File: config.mk
export PLATFORM = sky130hd
export DESIGN_NAME = pxsc_top
export DESIGN_NICKNAME = d
export VERILOG_FILES = /design/src/hw/pxsc_accum.v /design/src/hw/pxsc_i2c_slave.v /design/src/hw/pxsc_top.v
export VERILOG_INCLUDE_DIRS = /design/src /design/src/shared
export SDC_FILE = /design/constraint.sdc
export NUM_CORES = 1
export LEC_CHECK = 0
export ABC_AREA = 0
export BUFFER_PORTS_ARGS = -buffer_cell sky130_fd_sc_hd__buf_2
export CELL_PAD_IN_SITES_DETAIL_PLACEMENT = 0
export CELL_PAD_IN_SITES_GLOBAL_PLACEMENT = 2
export CORE_MARGIN = 10
export CORE_UTILIZATION = 43
export CTS_CLUSTER_DIAMETER = 30
export DETAILED_ROUTE_END_ITERATION = 7
export GPL_ROUTABILITY_DRIVEN = 0
export MAX_ROUTING_LAYER = met4
export PLACE_DENSITY = 0.83
export SETUP_SLACK_MARGIN = 0.02
export SLEW_MARGIN = 20
export SYNTH_ARGS = -nofsm -noshare
export SYNTH_HDL_FRONTEND = slang
export SYNTH_SLANG_ARGS = --single-unit
File: constraint.sdc
create_clock -name clock_in -period 21.7 [get_ports clock_in]
set_input_delay 2.17 -clock clock_in [delete_from_list [all_inputs] [get_ports clock_in]]
set_output_delay 2.17 -clock clock_in [all_outputs]
set_load 0.01 [all_outputs]
File: src/shared/pxsc_regs.vh
// Register map, field positions, reset values and timing constants
`ifndef PXSC_REGS_VH
`define PXSC_REGS_VH
`define PXSC_I2C_ADDR 7'h39
`define PXSC_A_ENABLE 5'h00
`define PXSC_A_CONVERSION_TIME 5'h02
`define PXSC_A_WTIME 5'h03
`define PXSC_A_DRVCFG 5'h0D
`define PXSC_A_PULSE_COUNT 5'h0E
`define PXSC_A_CTRL 5'h0F
`define PXSC_A_STATUS 5'h13
`define PXSC_A_PDATAL 5'h18
`define PXSC_A_PDATAH 5'h19
`define PXSC_A_OFFSET 5'h1E
`define PXSC_B_PON 0
`define PXSC_B_PEN 2
`define PXSC_B_WEN 3
`define PXSC_B_SAI 6
`define PXSC_B_PDL 0
`define PXSC_B_VALID 0
`define PXSC_B_PINT 5
`define PXSC_B_SATURATION_FLAG 6
`define PXSC_CMD_BIT 7
`define PXSC_TYPE_AUTO 2'h1
`define PXSC_TYPE_SF 2'h3
`define PXSC_SF_PCLR 5'h05
`define PXSC_RST_TIME 8'hFF
`define PXSC_RST_ZERO 8'h00
`define PXSC_FULL_SCALE 16'hFFFF
`define PXSC_LED_BASE 10'h3E8
`define PXSC_LED_DIV 10'h009
`define PXSC_ADC_MAX 13'h03FF
`define PXSC_UNITS_TOP 9'h100
`define PXSC_CLK_NS 10
`define PXSC_LED_ON_NS 7300
`define PXSC_LED_PER_NS 16000
`define PXSC_UNIT_NS 2730000
`endif

File: src/hw/pxsc_accum.v
// LED pulse timing and background-subtracted pulse accumulation
`timescale 1ns/1ps
`include "pxsc_regs.vh"
module pxsc_accum #(
  parameter ON_CYC = 730,
  parameter PER_CYC = 1600
) (
  input wire clock_in,
  input wire reset_in,
  input wire start_in,
  input wire [7:0] pulses_in,
  input wire [1:0] gain_in,
  input wire [9:0] on_energy_in,
  input wire [9:0] off_energy_in,
  output reg led_on_out,
  output reg done_out,
  output reg sat_out,
  output reg [17:0] acc_out
);
  reg busy;
  reg [15:0] cyc;
  reg [7:0] count;
  reg [12:0] lit;
  wire [12:0] on_s = {3'h0, on_energy_in} << gain_in;
  wire [12:0] off_s = {3'h0, off_energy_in} << gain_in;
  wire [12:0] diff = (lit > off_s) ? lit - off_s : 13'h0000;
  always @(posedge clock_in) begin
    done_out <= 1'b0;
    sat_out <= 1'b0;
    if (reset_in) begin
      busy <= 1'b0;
      cyc <= 16'h0000;
      count <= 8'h00;
      lit <= 13'h0000;
      acc_out <= 18'h00000;
      led_on_out <= 1'b0;
    end else if (start_in) begin
      acc_out <= 18'h00000;
      count <= 8'h00;
      cyc <= 16'h0000;
      busy <= (pulses_in != 8'h00);
      done_out <= (pulses_in == 8'h00);
      led_on_out <= (pulses_in != 8'h00);
    end else if (busy) begin
      cyc <= (cyc == PER_CYC - 1) ? 16'h0000 : cyc + 16'h0001;
      led_on_out <= (cyc == PER_CYC - 1) ? (count + 8'h01 != pulses_in)
                    : (cyc < ON_CYC - 1);
      if (cyc == ON_CYC - 1) begin
        // Clamp so one bright pulse cannot wrap the sum
        lit <= (on_s > `PXSC_ADC_MAX) ? `PXSC_ADC_MAX : on_s;
        sat_out <= (on_s > `PXSC_ADC_MAX);
      end
      if (cyc == PER_CYC - 1) begin
        acc_out <= acc_out + {5'h00, diff};
        count <= count + 8'h01;
        if (count + 8'h01 == pulses_in) begin
          busy <= 1'b0;
          done_out <= 1'b1;
        end
      end
    end
  end
endmodule

File: src/hw/pxsc_i2c_slave.v
// I2C slave: command byte, register pointer and byte transfers
`timescale 1ns/1ps
`include "pxsc_regs.vh"
module pxsc_i2c_slave (
  input wire clock_in,
  input wire reset_in,
  input wire scl_in,
  input wire sda_in,
  output wire sda_out,
  output wire sda_oe_out,
  input wire [7:0] rd_data_in,
  output reg [4:0] ptr_out,
  output reg start_out,
  output reg cmd_out,
  output reg sf_out,
  output reg [4:0] sf_code_out,
  output reg wr_out,
  output reg [7:0] wr_data_out
);
  localparam ST_IDLE = 3'd0;
  localparam ST_ADDR = 3'd1;
  localparam ST_ACK = 3'd2;
  localparam ST_RX = 3'd3;
  localparam ST_TX = 3'd4;
  localparam ST_TACK = 3'd5;
  reg scl_m, scl_s, scl_d, sda_m, sda_s, sda_d;
  reg [2:0] state;
  reg [3:0] bitc;
  reg [7:0] sr, txsr;
  reg rw, cmd_phase, auto_inc, drive, mack, bump;
  wire rise = scl_s & ~scl_d;
  wire fall = ~scl_s & scl_d;
  wire start = scl_s & scl_d & sda_d & ~sda_s;
  wire stop = scl_s & scl_d & ~sda_d & sda_s;
  assign sda_out = 1'b0;
  assign sda_oe_out = drive;
  always @(posedge clock_in) begin
    // Two flops per pin before anything reads them
    scl_m <= scl_in;
    scl_s <= scl_m;
    scl_d <= scl_s;
    sda_m <= sda_in;
    sda_s <= sda_m;
    sda_d <= sda_s;
    start_out <= 1'b0;
    cmd_out <= 1'b0;
    sf_out <= 1'b0;
    wr_out <= 1'b0;
    if (reset_in) begin
      state <= ST_IDLE;
      bitc <= 4'h0;
      sr <= 8'h00;
      txsr <= 8'h00;
      rw <= 1'b0;
      cmd_phase <= 1'b0;
      auto_inc <= 1'b0;
      drive <= 1'b0;
      mack <= 1'b0;
      bump <= 1'b0;
      ptr_out <= 5'h00;
      sf_code_out <= 5'h00;
      wr_data_out <= 8'h00;
    end else if (start) begin
      state <= ST_ADDR;
      bitc <= 4'h0;
      drive <= 1'b0;
      start_out <= 1'b1;
    end else if (stop) begin
      state <= ST_IDLE;
      drive <= 1'b0;
    end else if (rise) begin
      case (state)
        ST_ADDR, ST_RX: begin
          sr <= {sr[6:0], sda_s};
          bitc <= bitc + 4'h1;
        end
        ST_TX: bitc <= bitc + 4'h1;
        ST_TACK: mack <= ~sda_s;
        default: bitc <= bitc;
      endcase
    end else if (fall) begin
      case (state)
        ST_ADDR: if (bitc == 4'h8) begin
          if (sr[7:1] == `PXSC_I2C_ADDR) begin
            state <= ST_ACK;
            rw <= sr[0];
            cmd_phase <= ~sr[0];
            drive <= 1'b1;
          end else begin
            state <= ST_IDLE;
          end
        end
        ST_RX: if (bitc == 4'h8) begin
          state <= ST_ACK;
          drive <= 1'b1;
          cmd_phase <= 1'b0;
          if (cmd_phase && sr[`PXSC_CMD_BIT]) begin
            cmd_out <= 1'b1;
            ptr_out <= sr[4:0];
            auto_inc <= (sr[6:5] == `PXSC_TYPE_AUTO);
            sf_out <= (sr[6:5] == `PXSC_TYPE_SF);
            sf_code_out <= sr[4:0];
          end else begin
            wr_out <= 1'b1;
            wr_data_out <= sr;
            // Step the pointer only after the write has landed
            bump <= auto_inc;
          end
        end
        ST_ACK: begin
          bitc <= 4'h0;
          bump <= 1'b0;
          if (bump) ptr_out <= ptr_out + 5'h01;
          state <= rw ? ST_TX : ST_RX;
          txsr <= rd_data_in;
          drive <= rw & ~rd_data_in[7];
        end
        ST_TX: if (bitc == 4'h8) begin
          state <= ST_TACK;
          drive <= 1'b0;
          if (auto_inc) ptr_out <= ptr_out + 5'h01;
        end else begin
          txsr <= {txsr[6:0], 1'b0};
          drive <= ~txsr[6];
        end
        ST_TACK: begin
          bitc <= 4'h0;
          state <= mack ? ST_TX : ST_IDLE;
          txsr <= rd_data_in;
          drive <= mack & ~rd_data_in[7];
        end
        default: state <= ST_IDLE;
      endcase
    end
  end
endmodule

File: src/hw/pxsc_top.v
// Proximity sensor control: power states, registers, measurement
//
// Functional notes
// - Reset completes into Sleep state
// - I2C start wakes to Idle, checks power bit
// - Power bit clear in Idle returns Sleep
// - Power on waits for prox enable, then runs
// - Cycles repeat while power and prox enabled
// - Interrupt with sleep-after-irq sleeps until command
// - Drive strength picks 100/50/25/12.5 mA
// - Drive reduce divides current by nine
// - LED on 7.3 us every 16.0 us
// - Pulse count programmable one to 255
// - Subtract ambient per pulse, accumulate difference
// - Gain 1x/2x/4x/8x, resets to 1x
// - Integrator saturation sets saturation flag
// - Saturation flag held until special clear
// - Final pulse converts to 16-bit two bytes
// - Conversion time scales, 0xFF is one unit
// - Signed offset shifts result either way
// - Valid flag set first cycle, cleared by disable
// - Init, Accumulate, Wait, ADC; Init and Wait one unit each
`timescale 1ns/1ps
`include "pxsc_regs.vh"
module pxsc_top #(
  parameter UNIT_CYCLES = `PXSC_UNIT_NS / `PXSC_CLK_NS
) (
  input wire clock_in,
  input wire reset_in,
  input wire scl_in,
  input wire sda_in,
  output wire sda_out,
  output wire sda_oe_out,
  input wire [9:0] on_energy_in,
  input wire [9:0] off_energy_in,
  input wire prox_irq_in,
  output wire led_sink_pin_out,
  output reg [9:0] led_ma_x10_out,
  output reg [2:0] power_state_out
);
  localparam ON_CYC = (`PXSC_LED_ON_NS + `PXSC_CLK_NS - 1) / `PXSC_CLK_NS;
  localparam PER_CYC = `PXSC_LED_PER_NS / `PXSC_CLK_NS;
  localparam ST_SLEEP = 3'd0;
  localparam ST_IDLE = 3'd1;
  localparam ST_PINIT = 3'd2;
  localparam ST_PACC = 3'd3;
  localparam ST_PWAIT = 3'd4;
  localparam ST_PADC = 3'd5;
  localparam ST_WAIT = 3'd6;

  reg [7:0] enable_control;
  reg [7:0] conversion_time;
  reg [7:0] wait_time;
  reg [7:0] drive_cfg;
  reg [7:0] pulse_count;
  reg [7:0] sense_ctrl;
  reg [7:0] proximity_offset;
  reg [15:0] result;
  reg saturation_flag;
  reg result_valid_flag;
  reg prox_int_flag;
  reg [2:0] state;
  reg [31:0] tick;
  reg [8:0] units;
  reg sai_hold;
  reg acc_start;
  reg [7:0] rd_data;
  reg [15:0] next_result;
  reg [9:0] next_led;

  wire [4:0] ptr;
  wire i2c_start, i2c_cmd, i2c_sf, i2c_wr;
  wire [4:0] sf_code;
  wire [7:0] wr_data;
  wire acc_done, acc_sat, led_on;
  wire [17:0] acc_val;

  wire power_on_bit = enable_control[`PXSC_B_PON];
  wire prox_enable_bit = enable_control[`PXSC_B_PEN];
  wire wait_enable = enable_control[`PXSC_B_WEN];
  wire sleep_after_irq = enable_control[`PXSC_B_SAI];
  wire drive_level_reduce = drive_cfg[`PXSC_B_PDL];
  wire [1:0] led_drive_strength = sense_ctrl[7:6];
  wire [1:0] diode_select = sense_ctrl[5:4];
  wire [1:0] integrator_gain = sense_ctrl[3:2];
  wire sat_clear = i2c_sf && (sf_code == `PXSC_SF_PCLR);
  wire wr_hit = i2c_wr;

  // Host must pick the diode; no light reaches the integrator otherwise
  wire diode_ok = (diode_select != 2'h0);
  wire [9:0] on_gated = diode_ok ? on_energy_in : 10'h000;
  wire [9:0] off_gated = diode_ok ? off_energy_in : 10'h000;

  // 0xFF selects one unit, 0x00 selects 256
  wire [8:0] adc_units = `PXSC_UNITS_TOP - {1'b0, conversion_time};
  wire [8:0] wait_units = `PXSC_UNITS_TOP - {1'b0, wait_time};
  wire unit_end = (tick == UNIT_CYCLES - 1);

  pxsc_i2c_slave u_i2c (
    .clock_in(clock_in),
    .reset_in(reset_in),
    .scl_in(scl_in),
    .sda_in(sda_in),
    .sda_out(sda_out),
    .sda_oe_out(sda_oe_out),
    .rd_data_in(rd_data),
    .ptr_out(ptr),
    .start_out(i2c_start),
    .cmd_out(i2c_cmd),
    .sf_out(i2c_sf),
    .sf_code_out(sf_code),
    .wr_out(i2c_wr),
    .wr_data_out(wr_data)
  );

  pxsc_accum #(
    .ON_CYC(ON_CYC),
    .PER_CYC(PER_CYC)
  ) u_accum (
    .clock_in(clock_in),
    .reset_in(reset_in),
    .start_in(acc_start),
    .pulses_in(pulse_count),
    .gain_in(integrator_gain),
    .on_energy_in(on_gated),
    .off_energy_in(off_gated),
    .led_on_out(led_on),
    .done_out(acc_done),
    .sat_out(acc_sat),
    .acc_out(acc_val)
  );

  assign led_sink_pin_out = led_on;

  // Register writes from the host
  always @(posedge clock_in) begin
    if (reset_in) begin
      enable_control <= `PXSC_RST_ZERO;
      conversion_time <= `PXSC_RST_TIME;
      wait_time <= `PXSC_RST_TIME;
      drive_cfg <= `PXSC_RST_ZERO;
      pulse_count <= `PXSC_RST_ZERO;
      sense_ctrl <= `PXSC_RST_ZERO;
      proximity_offset <= `PXSC_RST_ZERO;
    end else if (wr_hit) begin
      case (ptr)
        `PXSC_A_ENABLE: enable_control <= wr_data;
        `PXSC_A_CONVERSION_TIME: conversion_time <= wr_data;
        `PXSC_A_WTIME: wait_time <= wr_data;
        `PXSC_A_DRVCFG: drive_cfg <= wr_data;
        `PXSC_A_PULSE_COUNT: pulse_count <= wr_data;
        `PXSC_A_CTRL: sense_ctrl <= wr_data;
        `PXSC_A_OFFSET: proximity_offset <= wr_data;
        default: enable_control <= enable_control;
      endcase
    end
  end

  // Read mux; unmapped addresses read zero
  always @* begin
    case (ptr)
      `PXSC_A_ENABLE: rd_data = enable_control;
      `PXSC_A_CONVERSION_TIME: rd_data = conversion_time;
      `PXSC_A_WTIME: rd_data = wait_time;
      `PXSC_A_DRVCFG: rd_data = drive_cfg;
      `PXSC_A_PULSE_COUNT: rd_data = pulse_count;
      `PXSC_A_CTRL: rd_data = sense_ctrl;
      `PXSC_A_STATUS: begin
        rd_data = 8'h00;
        rd_data[`PXSC_B_VALID] = result_valid_flag;
        rd_data[`PXSC_B_PINT] = prox_int_flag;
        rd_data[`PXSC_B_SATURATION_FLAG] = saturation_flag;
      end
      `PXSC_A_PDATAL: rd_data = result[7:0];
      `PXSC_A_PDATAH: rd_data = result[15:8];
      `PXSC_A_OFFSET: rd_data = proximity_offset;
      default: rd_data = 8'h00;
    endcase
  end

  // Scaling, signed offset and clamp, computed every cycle and stored into result at the end of ADC
  reg [26:0] scaled;
  reg signed [28:0] with_off;
  always @* begin
    scaled = acc_val * adc_units;
    with_off = $signed({2'b00, scaled})
      + {{21{proximity_offset[7]}}, proximity_offset};
    if (with_off < 0)
      next_result = 16'h0000;
    else if (with_off > $signed({13'h0000, `PXSC_FULL_SCALE}))
      next_result = `PXSC_FULL_SCALE;
    else
      next_result = with_off[15:0];
  end

  // LED sink current in tenths of a mA
  always @* begin
    next_led = `PXSC_LED_BASE >> led_drive_strength;
    if (drive_level_reduce)
      next_led = next_led / `PXSC_LED_DIV;
  end

  always @(posedge clock_in) begin
    if (reset_in)
      led_ma_x10_out <= 10'h000;
    else
      led_ma_x10_out <= next_led;
  end

  // Status flags; a set in the same cycle as a clear wins
  always @(posedge clock_in) begin
    if (reset_in) begin
      saturation_flag <= 1'b0;
      prox_int_flag <= 1'b0;
      result_valid_flag <= 1'b0;
      result <= 16'h0000;
    end else begin
      if (acc_sat)
        saturation_flag <= 1'b1;
      else if (sat_clear)
        saturation_flag <= 1'b0;
      if (state == ST_PADC && unit_end && units == 9'h001) begin
        result <= next_result;
        result_valid_flag <= 1'b1;
      end else if (!prox_enable_bit) begin
        result_valid_flag <= 1'b0;
      end
      // A set in the ADC-end cycle wins over a clear in that cycle
      if (state == ST_PADC && unit_end && units == 9'h001 && prox_irq_in)
        prox_int_flag <= 1'b1;
      else if (sat_clear)
        prox_int_flag <= 1'b0;
    end
  end

  // Power state machine
  always @(posedge clock_in) begin
    acc_start <= 1'b0;
    if (reset_in) begin
      state <= ST_SLEEP;
      tick <= 32'h0;
      units <= 9'h000;
      sai_hold <= 1'b0;
      power_state_out <= ST_SLEEP;
    end else begin
      power_state_out <= state;
      tick <= unit_end ? 32'h0 : tick + 32'h1;
      if (unit_end && units != 9'h000)
        units <= units - 9'h001;
      case (state)
        ST_SLEEP: begin
          tick <= 32'h0;
          // After an interrupt sleep, only a command byte wakes
          if (sai_hold ? i2c_cmd : i2c_start) begin
            state <= ST_IDLE;
            sai_hold <= 1'b0;
          end
        end
        ST_IDLE: begin
          tick <= 32'h0;
          if (!power_on_bit)
            state <= ST_SLEEP;
          else if (prox_enable_bit) begin
            state <= ST_PINIT;
            units <= 9'h001;
          end
        end
        ST_PINIT: if (unit_end) begin
          state <= ST_PACC;
          acc_start <= 1'b1;
        end
        ST_PACC: begin
          tick <= 32'h0;
          if (acc_done) begin
            state <= ST_PWAIT;
            units <= 9'h001;
          end
        end
        ST_PWAIT: if (unit_end) begin
          state <= ST_PADC;
          units <= adc_units;
        end
        ST_PADC: if (unit_end && units == 9'h001) begin
          if (prox_irq_in && sleep_after_irq) begin
            state <= ST_SLEEP;
            sai_hold <= 1'b1;
          end else if (wait_enable) begin
            state <= ST_WAIT;
            units <= wait_units;
          end else
            state <= ST_IDLE;
        end
        ST_WAIT: if (unit_end && units == 9'h001)
          state <= ST_IDLE;
        default: state <= ST_SLEEP;
      endcase
    end
  end
endmodule

# Word-level counts from Yosys, hierarchy flattened
# Index checks and enable logic that the tools add are counted.
# word_totals
ff_bits,249
wordCells,302
output_inout_bits,16
# op_classes
multipliers,1
n_reduce_logical,61
bitwise_logic,27
n_eq_ne,54
order_cmp,5
shift,3
add_sub_neg,11
div,1
n_mux,89
# ops
op,count
$pmux W8 S10,1
$mux W9,8
$mux W16,3
$mux W3,15
$mux W1,37
$pmux W9 S4,1
$reduce_and A7 Y1,5
$add A32 B1 Y32 const B,1
$eq A32 B19 Y1 const B,1
$mux W10,3
$add A28 B8 Y29,1
$gt A29 B17 Y1 const B,1
$lt A29 B1 Y1 const B,1
$mul A18 B9 Y27,1
$mux W13,2
$shl A10 B2 Y13,2
$mux W5,5
$ne A2 B1 Y1 const B,11
$pmux W3 S7,1
$eq A5 B5 Y1 const B,4
$reduce_bool A2 Y1,10
$add A18 B13 Y18,1
$not A1 Y1,18
$sub A9 B8 Y9 const A,2
other kinds (59),117

# Longest topological paths before layout
# Gate-level depths: netlist of run 1.
# logic_depth
depth_word,8
depth_mapped,38
ltp_nobuf,35

# Cells and area by module
# A second synthesis of run 1 with hierarchy kept.
# unflattened
cells_unflattened,2471
area_unflattened_um2,20124.3
# modules_own_cells
module,area_per_inst_um2,instances,seq_area_each_um2,cells_per_inst
pxsc_top,12993.7,1,2682.6,1605
pxsc_accum,4468.0,1,1181.1,576
pxsc_i2c_slave,2662.6,1,1121.1,290

# Worst setup path before layout of run 1
# OpenSTA, ideal clock, no wires.
# synth_path
path_kind,flip-flop to flip-flop
from,reg conversion_time[0]
to,reg result[2]
slack_ns,13.483
stages_incl_launch_ff,38
period_less_slack_ns,8.217
setup_ns,0.120
arrival_time_ns,8.097
required_time_ns,21.580
path_buffers,4
path_cell_list,dfxtp_1 -> clkbuf_1 -> inv_1 -> ha_1 -> inv_1 -> nor4_1 -> clkbuf_1 -> nand2_1 -> fa_1 -> fa_1 -> inv_1 -> fa_1 -> inv_1 -> fa_1 -> inv_1 -> ha_1 -> o21ai_0 -> o21ai_0 -> [... 2 more ...] -> or4_1 -> a31oi_1 -> o21bai_1 -> a21oi_1 -> xnor2_1 -> ha_1 -> buf_6 -> a21o_1 -> a21o_1 -> a21oi_1 -> nor2_1 -> nor3_1 -> o2bb2ai_1 -> a221oi_2 -> o211ai_2 -> buf_6 -> nor3_2 -> o21ai_1
# synth_via
elab_chain_cells,6
# synth_rtl
item,line,rtl
"start, declared",pxsc_top.v:52,reg [7:0] conversion_time;
"start signal, assigned",pxsc_top.v:139,conversion_time <= `PXSC_RST_TIME;
"start signal, assigned",pxsc_top.v:148,`PXSC_A_CONVERSION_TIME: conversion_time <= wr_data;
$sub A9 B8 Y9 (no source line) (*),-,
$mul A18 B9 Y27 (*),pxsc_top.v:185,scaled = acc_val * adc_units;
$add A28 B8 Y29 (*),pxsc_top.v:187,"+ {{21{proximity_offset[7]}}, proximity_offset};"
$gt A29 B17 Y1,pxsc_top.v:190,"else if (with_off > $signed({13'h0000, `PXSC_FULL_SCALE}))"
$mux W16,pxsc_top.v:190,
$mux W16 (*),pxsc_top.v:188,if (with_off < 0)
"end signal, assigned",pxsc_top.v:223,result <= next_result;
"end, declared",pxsc_top.v:58,reg [15:0] result;
# Every way passes the cells marked *; elsewhere a longest branch is shown, timed or not.
# A chain may end at the register's enable or synchronous reset.

# Final worst setup path of run 1
# layout_path
from,reg conversion_time[0]
to,reg result[11]
# Same word-level chain as after synthesis.

==> run summary, run 1 <==
Final TNS setup - 0 ns
Root Driver - clkbuf_16
CP max stage delay - 0.90 ns
Maximum VDD drop - 0.0000600 V
DRT met1 WL - 26000 µm
Layout cell share with drive strength beyond 1 - 9.86%
RSZ-0062 raised after global routing - no
EDFF count, synth - 0
Crit-path slowest cell - dfxtp_1
Post-CTS sizing - 0
Most common cell in the netlist - nand2_1
Overflow after GRT - 0
Post-synthesis simple-gate area fraction - 22.9%
CP Class - reg -> reg
Worst hold path class - reg -> reg
Hold WS - 0.324 ns
First-pass GRT wire length - 88000 µm
Dominant register cell in the synthesized netlist - dfxtp_1
Fmax achieved - 107 MHz
Clock-pin slew on the worst setup and hold paths - 0.04 ns
Placed Cells - 2918
Syn Inst Count - 2371
Initial Utilization - 43.3%
Final Max Tran Viols - 0
Num CTS Buffers - 69
Rows - 78
Post-CTS setup repair buffer count - 0
N_diodes - 0
1st-pass router iterations - 6
Xor and xnor fraction of the mapped netlist area - 5.95%
PwrDens - 68.3 mW/mm²
Leakage - 9.55 nW
Post-synthesis adder-cell area fraction - 20.2%
CP bufs+invs - 3
Pin count of the biggest net entering global routing - 71
Crit path time final - 9.36 ns
Ys Warns - 0
WL final - 53700 µm
DIE HEIGHT - 233 µm
Mux cell area share after synthesis - 3.47%
Clock latency on the worst-skew pair - 0.59 ns
Fill count - 4374
Max FO, Critical Path - 23
Vias/cell - 5.49
Antenna violations before repair - 0
CP Launch Type - register
Vias - 16691
FF+latch count, synth - 249
Post-synth top area share - 25.5%
Synthesized net count - 2643
Post-synth top cells - nand2_1 (265), dfxtp_1 (249), nor2_1 (211)
IO Port Bufs - 39
Worst slew pin tran - 1.11 ns
Max Cap Viol - 0
Run status - finished clean
Fin cells - 3043
IO Pins - 41
Mapped cell area - 0.0196 mm²
H-tree depth - 3
Core area - 0.0452 mm²
CTS tree - yes
# DRC - 0
Total Power - 0.00155 W
Synth area leaders - dfxtp_1 (25%), fa_1 (12%), ha_1 (8.4%), nand2_1 (5.1%), nor2_1 (4.0%)
Final Hold Viols - 0
Die width - 233 µm
Detailed Route Iter0 Violations - 1052
Synth unique cells - 89
Max_slew headroom - 25.9%
Register area share after synthesis - 25.5%
Net count, final - 2661
Largest family of logic cells by synthesized area - simple AND/OR/NAND/NOR gates
Async SR Flop Fraction - 0%
Hold Buf Count CTS - 0
Final setup fails - 0
Post-Syn Area per Cell - 8.26 µm²
DR top layer - met4
P&R area growth vs syn - 15.8%
Post-synth top area cell - dfxtp_1
Final period utilization - 43.1%
Die ar. - 0.0545 mm²
Final Util - 50.2%
Critical path's top delay family - adder cells
WL met2 - 24100 µm
Vias in the first global route - 16319
DRT antenna net count - 0
Sink Count - 249
Clk buf depth - 3
Wire per inst - 17.6 µm
Met3 WL - 2560 µm
Overall Global Routing Usage - 20.4%
CP endpoint kind - register
Fin Clk Skew - 0.0310 ns
DP Wirelength - 39400 µm
Compound-Gate Fraction of Synth Area - 16.0%
CP required - 22.14 ns
Worst Path Arrival - 9.80 ns
==> power breakdown <==
part / internal [W] / switching, W / leakage, nW
combinational: 0.0000132 / 0.0000326 / 6.39
sequential: 0.000463 / 0.00000535 / 2.01
clock: 0.000724 / 0.000311 / 1.15
total: 0.00120 / 0.000349 / 9.55
==> layout by cell type (no fill, tap or decap), types with 34 or more instances in the layout <==
cell type    n
nor3_1      58
o21ai_0     68
nor2_1     210
buf_2       38
and3_1      41
nand2_1    265
dfxtp_1    248
fa_1       116
a211oi_1    34
inv_1      191
nand3_1     90
ha_1       131
a21oi_1    158
clkbuf_16   71
and2_1     102
xor2_1      65
mux2i_1     42
xnor2_1     67
==> worst reg2reg max path: cells and delay by family (launching register included) <==
family	cells	cell delay, ns
adder cells (fa/ha/maj)	6	2.86
AO/OA/AOI/OAI	14	2.83
AND/OR/NAND/NOR	7	1.60
flip-flops	1	0.90
XOR/XNOR	2	0.87
buffers and inverters	3	0.17
==> metal layers <==
metal | global-route usage (%) | vias up
met1 | 27.6 | 8021
met3 | 3.31 | 77
li1 | - | 8221
met4 | 5.74 | 0
met2 | 30.8 | 372
met5 | - | -
==> kinds of logic after synthesis <==
logic type	after synthesis
AO/OA/AOI/OAI	472
XOR/XNOR	133
adder cells (fa/ha/maj)	247
buffers and inverters	302
flip-flops	249
multiplexers	56
other	1
AND/OR/NAND/NOR	911
==> final timing paths <==
check	to	cells after the start	slack, ns	startpoint
max	result[11]$_SDFFE_PP0P_	32	12.34	conversion_time[0]$_SDFFE_PP1P_
min	u_i2c.sda_s$_DFF_P_	0	0.32	u_i2c.sda_m$_DFF_P_
max reg2reg	result[11]$_SDFFE_PP0P_	32	12.34	conversion_time[0]$_SDFFE_PP1P_
min reg2reg	u_i2c.sda_s$_DFF_P_	0	0.32	u_i2c.sda_m$_DFF_P_
==> per-stage QoR <==
step / cell area [µm²] / worst slack, ns
floorplan: 19600 / 13.48
global placement: 20200 / 12.55
detailed placement: 20200 / 12.37
CTS: 22700 / 12.32
global route: 22700 / 11.46
finish: 22700 / 12.34
==> final cells by class <==
class	count	area, µm²	share of cell area [%]
multi-input cells	1820	13500	59.3
flip-flops and latches	249	4990	22.0
clock buffers	91	1940	8.57
well taps	600	751	3.31
inverters	191	717	3.16
clock inverters	34	482	2.12
repair buffers	58	340	1.50
==> state kept, by name (all words and copies together), names as in the netlist, 8 cells and up <==
name and cells:
tick 32, u_accum.lit 13, u_accum.cyc 16, u_i2c.wr_data_out 8, sense_ctrl 8, result 16
units 9, u_accum.acc_out 18, u_accum.count 8, led_ma_x10_out 10, drive_cfg 8, pulse_count 8
u_i2c.sr 8, enable_control 8, wait_time 8, conversion_time 8, proximity_offset 8
(Power assumes the default switching activity.)
==> run 2, diff against run 1 <==
CORE_UTILIZATION = 36   (was 43)
PLACE_DENSITY = 0.74   (was 0.83)
clock period = 8 ns   (was 21.7 ns; I/O delays follow)
==> run summary, run 2 (synthesis gave the netlist of run 1 again) <==
Fin Clk Skew - 0.0194 ns
Maximum VDD drop - 0.000154 V
Worst slew pin tran - 1.06 ns
Fmax achieved - 130 MHz
Root Driver - clkbuf_16
DR top layer - met4
Clock-pin slew on the worst setup and hold paths - 0.04 ns
Rows - 85
CP Class - reg -> reg
Final setup fails - 0
CTS tree - yes
Crit path time final - 7.69 ns
Clock latency on the worst-skew pair - 0.60 ns
Sink Count - 249
Final period utilization - 96.2%
Max Cap Viol - 0
PwrDens - 189 mW/mm²
Clk buf depth - 3
CP required - 8.48 ns
Fin cells - 3215
Die width - 253 µm
CP Launch Type - register
Total Power - 0.00453 W
CP endpoint kind - register
1st-pass router iterations - 5
Final Max Tran Viols - 0
DIE HEIGHT - 253 µm
H-tree depth - 3
P&R area growth vs syn - 22.6%
Vias/cell - 5.30
IO Port Bufs - 39
Final Hold Viols - 0
Run status - finished clean
Layout cell share with drive strength beyond 1 - 15.1%
DRT antenna net count - 0
Cell repeated most along the worst path - inv_2
Met3 WL - 2090 µm
Max_slew headroom - 29.2%
Net count, final - 2729
Max FO, Critical Path - 8
Core area - 0.0538 mm²
Worst Path Arrival - 8.17 ns
DP Wirelength - 41900 µm
Largest registers - tick x32, u_accum.acc_out x18
Largest Register - tick
Commonest non-fill, non-tap cell in the layout - nand2_1
Leakage - 10.1 nW
Crit-path slowest cell - fa_1
Vias - 17038
Pin count of the biggest net entering global routing - 64
# DRC - 0
CP max stage delay - 0.55 ns
IO Pins - 41
Wire per inst - 17.7 µm
Worst hold path class - in -> reg
WL met2 - 26800 µm
Overflow after GRT - 0
Placed Cells - 3060
DRT met1 WL - 26800 µm
Detailed Route Iter0 Violations - 1016
Max reg flops - 32
Vias in the first global route - 17060
WL final - 56900 µm
Commonest non-fill, non-tap cells in the layout - nand2_1 (265), dfxtp_1 (246), nor2_1 (209)
Overall Global Routing Usage - 18.2%
Antenna violations before repair - 1
First-pass GRT wire length - 92400 µm
Num CTS Buffers - 75
Die ar. - 0.0641 mm²
Initial Utilization - 36.4%
## run 2: metrics by stage
stage          setup slack [ns]  util [%]  cell area (µm²)  hold slack [ns]  TNS (ns)
2_1_floorplan            0.0470         -            19600            0.310         0
3_3_place_gp           -0.00910      38.6            20700            0.318   -0.0481
3_5_place_dp             -0.144      38.6            20700            0.312     -1.68
4_1_cts                  0.0401      43.7            23500            0.269         0
5_1_grt                 -0.0960      44.6            24000            0.283    -0.928
6_report                  0.308      44.6            24000            0.301         0
## run 2: final timing paths
check / slack, ns / start / cells after the start / endpoint
worst max-delay path: 0.31 / conversion_time[0]$_SDFFE_PP1P_ / 34 / result[5]$_SDFFE_PP0P_
worst min register to register: 0.33 / u_i2c.sda_m$_DFF_P_ / 0 / u_i2c.sda_s$_DFF_P_
worst min-delay path: 0.30 / scl_in / 1 / u_i2c.scl_m$_DFF_P_
worst max register to register: 0.31 / conversion_time[0]$_SDFFE_PP1P_ / 34 / result[5]$_SDFFE_PP0P_
## run 2: cell type report
cell class                 count  area [µm²]
multi-input combinational   1820       13800
fill                        5385       29800
inverter                     191         717
tap                          696         871
antenna                        1        2.50
clock buffer                  97        2140
clock inverter                41         577
timing repair buffer         120         875
sequential                   249        4990
## run 2: report_power, final
part	switching (W)	total (W)	internal (W)
Clock	0.000919	0.00313	0.00221
Combinational	0.0000896	0.000126	0.0000360
Sequential	0.0000151	0.00127	0.00126
Total	0.00102	0.00453	0.00351
## run 2: worst max-delay path: cells and delay by family (launching register included)
family                     cells  cell delay (ns)
adders and majority gates      7             2.65
xor gates and xnor gates       2             0.34
AOI/OAI and AO/OA             12             2.35
and+or+nand+nor                5             1.21
buffers and inverters          8             0.69
DFF                            1             0.32
## run 2: timing repair
action                                  4_1_cts  5_1_grt
gates cloned                                  0        1
gates resized for setup                       9       74
endpoints found under the setup margin       16       16
buffers inserted                              0       15
pin swaps                                     0       39
hold buffers                                  0        0
## run 2: layer usage
layer / global-route usage (%) / vias to the layer above
met4: 6.50 / 0
met5: - / -
met2: 29.1 / 295
li1: - / 8372
met1: 23.2 / 8280
met3: 2.66 / 91
